File: src/hdl/fph_consts.vh
// fph_consts.vh: constants for the float result forwarding and hazard block.
// assumes it is included by bare name from the design files.
`ifndef FPH_CONSTS_VH
`define FPH_CONSTS_VH
// widths
`define FPH_DATA_W 32
`define FPH_REG_AW 3
`define FPH_NUM_REGS 8
// arithmetic op codes
`define FPH_OP_W 3
`define FPH_OP_NONE 3'h0
`define FPH_OP_MUL 3'h1
`define FPH_OP_ADD 3'h2
`define FPH_OP_SUB 3'h3
`define FPH_OP_MAC 3'h4
`define FPH_OP_LOAD 3'h5
// move destination kinds
`define FPH_DST_W 2
`define FPH_DST_FLOAT 2'h0
`define FPH_DST_CPU 2'h1
// coprocessor stage count: read one, read two, execute one to three
`define FPH_STAGES 5
`define FPH_ST_R1 0
`define FPH_ST_R2 1
`define FPH_ST_E1 2
`define FPH_ST_E2 3
`define FPH_ST_E3 4
`define FPH_ZERO32 32'h00000000
`endif

File: src/hdl/fph_stage.v
// fph_stage.v: one coprocessor pipeline slot holding an instruction.
// assumes a synchronous active high reset and a shared hold signal.
`timescale 1ns/1ps
`include "fph_consts.vh"
module fph_stage
(
    input wire clk,
    input wire rst,
    input wire hold,
    input wire in_valid,
    input wire [`FPH_OP_W-1:0] in_op,
    input wire [`FPH_REG_AW-1:0] in_dst,
    input wire [`FPH_REG_AW-1:0] in_src_a,
    input wire [`FPH_REG_AW-1:0] in_src_b,
    input wire in_move,
    input wire [`FPH_DST_W-1:0] in_move_kind,
    input wire [`FPH_DATA_W-1:0] in_opnd_a,
    input wire [`FPH_DATA_W-1:0] in_opnd_b,
    output reg out_valid,
    output reg [`FPH_OP_W-1:0] out_op,
    output reg [`FPH_REG_AW-1:0] out_dst,
    output reg [`FPH_REG_AW-1:0] out_src_a,
    output reg [`FPH_REG_AW-1:0] out_src_b,
    output reg out_move,
    output reg [`FPH_DST_W-1:0] out_move_kind,
    output reg [`FPH_DATA_W-1:0] out_opnd_a,
    output reg [`FPH_DATA_W-1:0] out_opnd_b
);
    // slot register: loads when the pipe advances, holds through a stall
    always @(posedge clk)
    begin
        if (rst)
        begin
            out_valid <= 1'b0;
            out_op <= `FPH_OP_NONE;
            out_dst <= {`FPH_REG_AW{1'b0}};
            out_src_a <= {`FPH_REG_AW{1'b0}};
            out_src_b <= {`FPH_REG_AW{1'b0}};
            out_move <= 1'b0;
            out_move_kind <= `FPH_DST_FLOAT;
            out_opnd_a <= `FPH_ZERO32;
            out_opnd_b <= `FPH_ZERO32;
        end
        else if (!hold)
        begin
            out_valid <= in_valid;
            out_op <= in_op;
            out_dst <= in_dst;
            out_src_a <= in_src_a;
            out_src_b <= in_src_b;
            out_move <= in_move;
            out_move_kind <= in_move_kind;
            out_opnd_a <= in_opnd_a;
            out_opnd_b <= in_opnd_b;
        end
    end
endmodule

File: src/hdl/fph_pipe.v
// fph_pipe.v: coprocessor pipeline with result forwarding and move capture.
// assumes the host issues one instruction per cycle when issue_ready is high
// and takes move results from move_valid/move_data.
`timescale 1ns/1ps
`include "fph_consts.vh"
module fph_pipe
(
    input wire clk,
    input wire rst,
    input wire stall,
    input wire issue_valid,
    input wire [`FPH_OP_W-1:0] issue_op,
    input wire [`FPH_REG_AW-1:0] issue_dst,
    input wire [`FPH_REG_AW-1:0] issue_src_a,
    input wire [`FPH_REG_AW-1:0] issue_src_b,
    input wire issue_move,
    input wire [`FPH_DST_W-1:0] issue_move_kind,
    input wire [`FPH_DATA_W-1:0] issue_imm,
    output wire issue_ready,
    output reg move_valid,
    output reg [`FPH_DATA_W-1:0] move_data,
    output reg fwd_used
);
    // coprocessor register file
    reg [`FPH_DATA_W-1:0] regs [0:`FPH_NUM_REGS-1];
    // per-stage fields, index 0 is read one
    wire [`FPH_STAGES-1:0] st_valid;
    wire [`FPH_OP_W*`FPH_STAGES-1:0] st_op;
    wire [`FPH_REG_AW*`FPH_STAGES-1:0] st_dst;
    wire [`FPH_REG_AW*`FPH_STAGES-1:0] st_src_a;
    wire [`FPH_REG_AW*`FPH_STAGES-1:0] st_src_b;
    wire [`FPH_STAGES-1:0] st_move;
    wire [`FPH_DST_W*`FPH_STAGES-1:0] st_kind;
    wire [`FPH_DATA_W*`FPH_STAGES-1:0] st_a;
    wire [`FPH_DATA_W*`FPH_STAGES-1:0] st_b;
    // operands captured entering read two (register, write-through or forward)
    wire [`FPH_DATA_W-1:0] next_r2_opnd_a;
    wire [`FPH_DATA_W-1:0] next_r2_opnd_b;
    // finished producer result, kept while the producer waits in e3
    reg [`FPH_DATA_W-1:0] e3_hold;
    // result computed from the second execute phase operands, as the producer enters e3
    reg [`FPH_DATA_W-1:0] e3_result;
    wire e3_valid;
    wire e3_arith;
    wire [`FPH_REG_AW-1:0] e3_dst;
    wire [`FPH_REG_AW-1:0] r1_src_a;
    wire [`FPH_REG_AW-1:0] r1_src_b;
    wire e2_arith;
    wire [`FPH_REG_AW-1:0] e2_dst;
    // hazard pairing: any instruction about to enter read two while an e2 producer enters e3
    wire fwd_hit_a;
    wire fwd_hit_b;
    wire [`FPH_DATA_W-1:0] mul_ab;
    // write-through: producer leaving e3 as the reader enters read two
    wire wt_hit_a;
    wire wt_hit_b;
    // a load carries its immediate into read two instead of a register
    wire r1_load;
    // a move toward a cpu register sitting in read two
    wire move_out;
    // slot inputs: slot 0 from issue, slot 1 from the capture, the rest shift
    wire [`FPH_STAGES-1:0] sh_valid;
    wire [`FPH_OP_W*`FPH_STAGES-1:0] sh_op;
    wire [`FPH_REG_AW*`FPH_STAGES-1:0] sh_dst;
    wire [`FPH_REG_AW*`FPH_STAGES-1:0] sh_src_a;
    wire [`FPH_REG_AW*`FPH_STAGES-1:0] sh_src_b;
    wire [`FPH_STAGES-1:0] sh_move;
    wire [`FPH_DST_W*`FPH_STAGES-1:0] sh_kind;
    wire [`FPH_DATA_W*`FPH_STAGES-1:0] sh_a;
    wire [`FPH_DATA_W*`FPH_STAGES-1:0] sh_b;
    integer i;

    // whole pipe freezes on a stall, issue waits too
    assign issue_ready = !stall;

    assign e3_valid = st_valid[`FPH_ST_E3];
    assign e3_dst = st_dst[`FPH_ST_E3*`FPH_REG_AW +: `FPH_REG_AW];
    assign e3_arith = e3_valid && (st_op[`FPH_ST_E3*`FPH_OP_W +: `FPH_OP_W] != `FPH_OP_NONE);
    assign e2_arith = st_valid[`FPH_ST_E2] &&
        (st_op[`FPH_ST_E2*`FPH_OP_W +: `FPH_OP_W] != `FPH_OP_NONE);
    assign e2_dst = st_dst[`FPH_ST_E2*`FPH_REG_AW +: `FPH_REG_AW];
    assign r1_src_a = st_src_a[`FPH_ST_R1*`FPH_REG_AW +: `FPH_REG_AW];
    assign r1_src_b = st_src_b[`FPH_ST_R1*`FPH_REG_AW +: `FPH_REG_AW];
    // the instruction entering read two now sits in read one; the producer
    // entering e3 at that edge now sits in e2, so forwarding uses its value
    assign fwd_hit_a = st_valid[`FPH_ST_R1] && e2_arith && (e2_dst == r1_src_a);
    assign fwd_hit_b = st_valid[`FPH_ST_R1] && e2_arith && (e2_dst == r1_src_b);
    // without write-through the reader would see the old register value,
    // since the write lands at the very edge where the reader samples
    assign wt_hit_a = st_valid[`FPH_ST_R1] && e3_arith && (e3_dst == r1_src_a);
    assign wt_hit_b = st_valid[`FPH_ST_R1] && e3_arith && (e3_dst == r1_src_b);
    assign r1_load = (st_op[`FPH_ST_R1*`FPH_OP_W +: `FPH_OP_W] == `FPH_OP_LOAD);
    // the newest value wins: e2 forward, then e3 write-through, then the file
    assign next_r2_opnd_a = r1_load ? st_a[`FPH_ST_R1*`FPH_DATA_W +: `FPH_DATA_W] :
        fwd_hit_a ? e3_result : wt_hit_a ? e3_hold : regs[r1_src_a];
    assign next_r2_opnd_b = fwd_hit_b ? e3_result :
        wt_hit_b ? e3_hold : regs[r1_src_b];

    // shift inputs; read two takes the capture above, never a re-sample
    assign sh_valid = {st_valid[`FPH_STAGES-2:0], issue_valid && !stall};
    assign sh_op = {st_op[`FPH_OP_W*(`FPH_STAGES-1)-1:0], issue_op};
    assign sh_dst = {st_dst[`FPH_REG_AW*(`FPH_STAGES-1)-1:0], issue_dst};
    assign sh_src_a = {st_src_a[`FPH_REG_AW*(`FPH_STAGES-1)-1:0], issue_src_a};
    assign sh_src_b = {st_src_b[`FPH_REG_AW*(`FPH_STAGES-1)-1:0], issue_src_b};
    assign sh_move = {st_move[`FPH_STAGES-2:0], issue_move};
    assign sh_kind = {st_kind[`FPH_DST_W*(`FPH_STAGES-1)-1:0], issue_move_kind};
    assign sh_a = {st_a[`FPH_DATA_W*(`FPH_STAGES-1)-1:`FPH_DATA_W*`FPH_ST_R2],
        next_r2_opnd_a, issue_imm};
    assign sh_b = {st_b[`FPH_DATA_W*(`FPH_STAGES-1)-1:`FPH_DATA_W*`FPH_ST_R2],
        next_r2_opnd_b, `FPH_ZERO32};
    // only moves toward cpu registers produce a result outside
    assign move_out = st_valid[`FPH_ST_R2] && st_move[`FPH_ST_R2] &&
        (st_kind[`FPH_ST_R2*`FPH_DST_W +: `FPH_DST_W] == `FPH_DST_CPU);

    assign mul_ab = st_a[`FPH_ST_E2*`FPH_DATA_W +: `FPH_DATA_W] *
        st_b[`FPH_ST_E2*`FPH_DATA_W +: `FPH_DATA_W];

    // slot chain in stage order read one, read two, execute one to three
    genvar g;
    generate
        for (g = 0; g < `FPH_STAGES; g = g + 1)
        begin : gen_slot
            fph_stage u_slot
            (
                .clk(clk),
                .rst(rst),
                .hold(stall),
                .in_valid(sh_valid[g]),
                .in_op(sh_op[g*`FPH_OP_W +: `FPH_OP_W]),
                .in_dst(sh_dst[g*`FPH_REG_AW +: `FPH_REG_AW]),
                .in_src_a(sh_src_a[g*`FPH_REG_AW +: `FPH_REG_AW]),
                .in_src_b(sh_src_b[g*`FPH_REG_AW +: `FPH_REG_AW]),
                .in_move(sh_move[g]),
                .in_move_kind(sh_kind[g*`FPH_DST_W +: `FPH_DST_W]),
                .in_opnd_a(sh_a[g*`FPH_DATA_W +: `FPH_DATA_W]),
                .in_opnd_b(sh_b[g*`FPH_DATA_W +: `FPH_DATA_W]),
                .out_valid(st_valid[g]),
                .out_op(st_op[g*`FPH_OP_W +: `FPH_OP_W]),
                .out_dst(st_dst[g*`FPH_REG_AW +: `FPH_REG_AW]),
                .out_src_a(st_src_a[g*`FPH_REG_AW +: `FPH_REG_AW]),
                .out_src_b(st_src_b[g*`FPH_REG_AW +: `FPH_REG_AW]),
                .out_move(st_move[g]),
                .out_move_kind(st_kind[g*`FPH_DST_W +: `FPH_DST_W]),
                .out_opnd_a(st_a[g*`FPH_DATA_W +: `FPH_DATA_W]),
                .out_opnd_b(st_b[g*`FPH_DATA_W +: `FPH_DATA_W])
            );
        end
    endgenerate

    // the producer's result as it stands entering e3 (from e2 operands)
    always @*
    begin
        case (st_op[`FPH_ST_E2*`FPH_OP_W +: `FPH_OP_W])
            `FPH_OP_MUL: e3_result = mul_ab;
            `FPH_OP_ADD: e3_result = st_a[`FPH_ST_E2*`FPH_DATA_W +: `FPH_DATA_W] +
                st_b[`FPH_ST_E2*`FPH_DATA_W +: `FPH_DATA_W];
            `FPH_OP_SUB: e3_result = st_a[`FPH_ST_E2*`FPH_DATA_W +: `FPH_DATA_W] -
                st_b[`FPH_ST_E2*`FPH_DATA_W +: `FPH_DATA_W];
            `FPH_OP_MAC: e3_result = mul_ab + regs[e2_dst];
            `FPH_OP_LOAD: e3_result = st_a[`FPH_ST_E2*`FPH_DATA_W +: `FPH_DATA_W];
            default: e3_result = `FPH_ZERO32;
        endcase
    end

    // producer result and forwarding flag; both freeze through a stall, so
    // the forward already taken at read-two entry survives an e3 stall
    always @(posedge clk)
    begin
        if (rst)
        begin
            e3_hold <= `FPH_ZERO32;
            fwd_used <= 1'b0;
        end
        else if (!stall)
        begin
            // the result as the producer enters e3
            e3_hold <= e3_result;
            // flag follows non-load captures only, bubbles and loads leave it alone
            if (st_valid[`FPH_ST_R1] && !r1_load)
            begin
                fwd_used <= fwd_hit_a || fwd_hit_b;
            end
        end
        // a stall leaves the held operands untouched: no re-sample
    end

    // register write as producer leaves e3, so a later reader sees it
    always @(posedge clk)
    begin
        if (rst)
        begin
            for (i = 0; i < `FPH_NUM_REGS; i = i + 1)
            begin
                regs[i] <= `FPH_ZERO32;
            end
        end
        else if (!stall && e3_arith)
        begin
            regs[e3_dst] <= e3_hold;
        end
    end

    // move result: only moves toward cpu registers leave the coprocessor
    always @(posedge clk)
    begin
        if (rst)
        begin
            move_valid <= 1'b0;
            move_data <= `FPH_ZERO32;
        end
        else
        begin
            move_valid <= !stall && move_out;
            // data changes only with a pulse; float-only moves leave it
            if (!stall && move_out)
            begin
                move_data <= st_a[`FPH_ST_R2*`FPH_DATA_W +: `FPH_DATA_W];
            end
        end
    end
endmodule

File: config.mk
export PLATFORM = sky130hd
export DESIGN_NAME = fph_pipe
export DESIGN_NICKNAME = d
export VERILOG_FILES = /design/src/hdl/fph_stage.v /design/src/hdl/fph_pipe.v
export VERILOG_INCLUDE_DIRS = /design/src /design/src/hdl
export SDC_FILE = /design/constraint.sdc
export NUM_CORES = 2
export LEC_CHECK = 0
export BUFFER_PORTS_ARGS = -buffer_cell sky130_fd_sc_hd__buf_2
export CORE_UTILIZATION = 35
export CTS_BUF_LIST = sky130_fd_sc_hd__clkbuf_4
export DETAILED_ROUTE_END_ITERATION = 7
export HOLD_SLACK_MARGIN = 0.15
export PLACE_DENSITY = 0.56
export RECOVER_POWER = 25
export SLEW_MARGIN = 20
export SYNTH_ARGS = -nofsm -noshare
export SYNTH_HDL_FRONTEND = slang
export SYNTH_HIERARCHICAL = 1
export SYNTH_SLANG_ARGS = --single-unit
File: constraint.sdc
create_clock -name clk -period 12 [get_ports clk]
set_input_delay 1.2 -clock clk [delete_from_list [all_inputs] [get_ports clk]]
set_output_delay 1.2 -clock clk [all_outputs]
set_load 0.02 [all_outputs]
==> summary.md <==
| Metric | Value |
|---|---|
| Run status | `finished with violations` |
| Violated checks | `capacitance limit, slew limit` |
| Remaining antenna violation count after routing | `0` |
| Cell Rows | `137` |
| Most frequent cell on the critical path | `fa_1` |
| Int Power | `3400 uW` |
| Setup crit start kind | `flop` |
| Final hold vios | `0` |
| Clk network pwr share | `39.3%` |
| Mean Syn Cell Area | `10.2 sq um` |
| Post-DP HPWL | `111000 um` |
| Worst Tran Pin Value | `4.18 ns` |
| Max_cap viols | `10` |
| Die footprint | `142000 sq um` |
| First-pass GRT wire length | `237000 um` |
| Final Wtd Congestion | `0.925` |
| Sw frac | `29.3%` |
| Clock-pin slew on the worst setup and hold paths | `0.07 ns` |
| Grt met1 use | `30.1%` |
| Dpl cells | `6556` |
| Post-Synthesis Cells | `4848` |
| Clk root buf | `clkbuf_4` |
| CP arrival | `11.05 ns` |
| Kind of critical path | `flop to flop` |
| CP Data Required Time | `12.90 ns` |
| Starting Density | `35.3%` |
| CTS Buffer Depth | `3` |
| Core box area | `140000 sq um` |
| Htree depth | `4` |
| Pin count of the biggest net entering global routing | `146` |
| Clock Sinks | `593` |
| Reg power frac | `46.8%` |
| Global routing usage on met3 | `3.18%` |
| Setup bufs post-CTS | `0` |
| Worst clock skew | `0.0618 ns` |
| DR iter-0 viols | `3101` |
| Max FO, Critical Path | `17` |
| Grt met2 use | `35.5%` |
| Pins Over Slew Limit | `405` |
| Vias in the first global route | `36849` |
| Drt pass-1 iters | `6` |
| Crit-path slowest cell | `dfxtp_1` |
| Worst slew margin | `-178%` |
| Hold slack | `0.367 ns` |
| Mapped Area | `49300 sq um` |
| PwrDens | `90.1 nW/um^2` |
| Fraction of layout instances using a drive strength above 1 | `14.4%` |
| Yosys warns | `6` |
| WL per Instance | `23.1 um` |
| Die width | `377 um` |
| Congestion Overflow GR | `0` |
| Clock latency on the worst-skew pair | `1.06 ns` |
| Synth Net Count | `5496` |
| Total CTS buffers | `162` |
| Finished Layout Cells | `6850` |
| WL final | `158000 um` |
| # setup viols final | `0` |
| # DRC | `0` |
| Mean number of vias per cell | `5.33` |
| Overall routing resource usage | `22.4%` |
| Setup crit end kind | `flop` |
| Setup TNS | `0 ns` |
| Peak supply drop | `0.0762 mV` |
| NetSw | `1410 uW` |
| P&R area growth vs syn | `8.16%` |
| CTS tree | `built` |
| Routed via count | `36506` |
| I/O pins | `86` |
| Leakage | `0.0229 uW` |
| Comb power frac | `13.9%` |
| CTS Hold Bufs | `0` |
| Final period util | `84.6%` |
| Fin crit period | `10.16 ns` |
| Nets@finish | `5492` |
| Post_cts resized | `0` |
| Max incr delay on CP | `0.92 ns` |
| Antenna violations before repair | `4` |
| Most Used Layer, Global Route | `met2` |
| DIE HEIGHT | `377 um` |
| Port Buf Inserts | `85` |
| Achievable clock frequency | `98.5 MHz` |
| Worst Hold Class | `primary input to flop` |
| RSZ-0062 raised after global routing | `no` |
[through the flow]
stage,instance area (sq um),util (%),total power (uW),setup WS (ns)
after CTS,53300,38.2,4830,1.92
after global routing,53300,38.2,5010,1.23
final,53300,38.2,4800,1.84
after floorplan,49300,-,2740,3.41
after detailed placement,51200,36.7,2940,2.00
after global placement,51200,36.7,2940,2.12
[cells in the final DEF (no fill, tap or decap), types with 192 or more instances in the layout]
cell type  count
and2_1       495
inv_1        422
a21oi_1      207
mux4_2       192
mux2i_1      371
nand2_1      429
fa_1         410
clkbuf_4     236
nor2_1       431
edfxtp_1     256
dfxtp_1      328
[worst max-delay path: cells and delay by family, from the launching register on]
family / cells / cell delay [ns]
adder cells (fa/ha/maj): 10 / 4.13
AO/OA/AOI/OAI: 12 / 2.93
flip-flops: 1 / 0.92
AND/OR/NAND/NOR: 5 / 0.69
XOR/XNOR: 3 / 0.65
buffers and inverters: 4 / 0.53
multiplexers: 1 / 0.13
[cell type report]
class | count | area [sq um]
Clock inverter | 56 | 332
Sequential cell | 593 | 14500
Tap cell | 1876 | 2350
Clock buffer | 236 | 1770
Multi-Input combinational cell | 3469 | 31500
Antenna cell | 2 | 5.00
Fill cell | 14088 | 86300
Timing Repair Buffer | 193 | 1240
Inverter | 425 | 1600
[sequential cells by signal, indices dropped and copies added (netlist names)]
name                           flops
e3_hold                           32
fwd_used                           1
gen_slot.u_slot/out_dst           15
gen_slot.u_slot/out_move           2
gen_slot.u_slot/out_move_kind      4
gen_slot.u_slot/out_op            15
gen_slot.u_slot/out_opnd_a       128
gen_slot.u_slot/out_opnd_b        96
gen_slot.u_slot/out_src_a          3
gen_slot.u_slot/out_src_b          3
gen_slot.u_slot/out_valid          5
move_data                         32
move_valid                         1
regs                             256
[power by group through the flow]
| stage | registers [uW] | clock network, uW | logic [uW] |
|---|---|---|---|
| after floorplan | 2240 | 0 | 501 |
| after global placement | 2290 | 0 | 648 |
| after detailed placement | 2290 | 0 | 651 |
| after CTS | 2250 | 1930 | 654 |
| after global routing | 2260 | 2040 | 716 |
| final | 2250 | 1890 | 669 |
[worst paths after layout]
check,slack [ns],end,depth (start not counted),from
max,1.84,gen_slot[1].u_slot/out_opnd_a[31],35,gen_slot[3].u_slot/out_opnd_a[7]
min reg2reg,0.45,move_data[16],2,move_data[16]
max reg2reg,1.84,gen_slot[1].u_slot/out_opnd_a[31],35,gen_slot[3].u_slot/out_opnd_a[7]
min,0.37,gen_slot[0].u_slot/out_opnd_a[24],3,issue_imm[24]
[per-layer routing]
metal | share of wire [%] | vias up
li1 | - | 16351
met1 | 43 | 18470
met2 | 46 | 1346
met3 | 6.5 | 337
met4 | 4.5 | 2
met5 | 0.0076 | -
No activity file was read; power rests on OpenSTA's default activity.
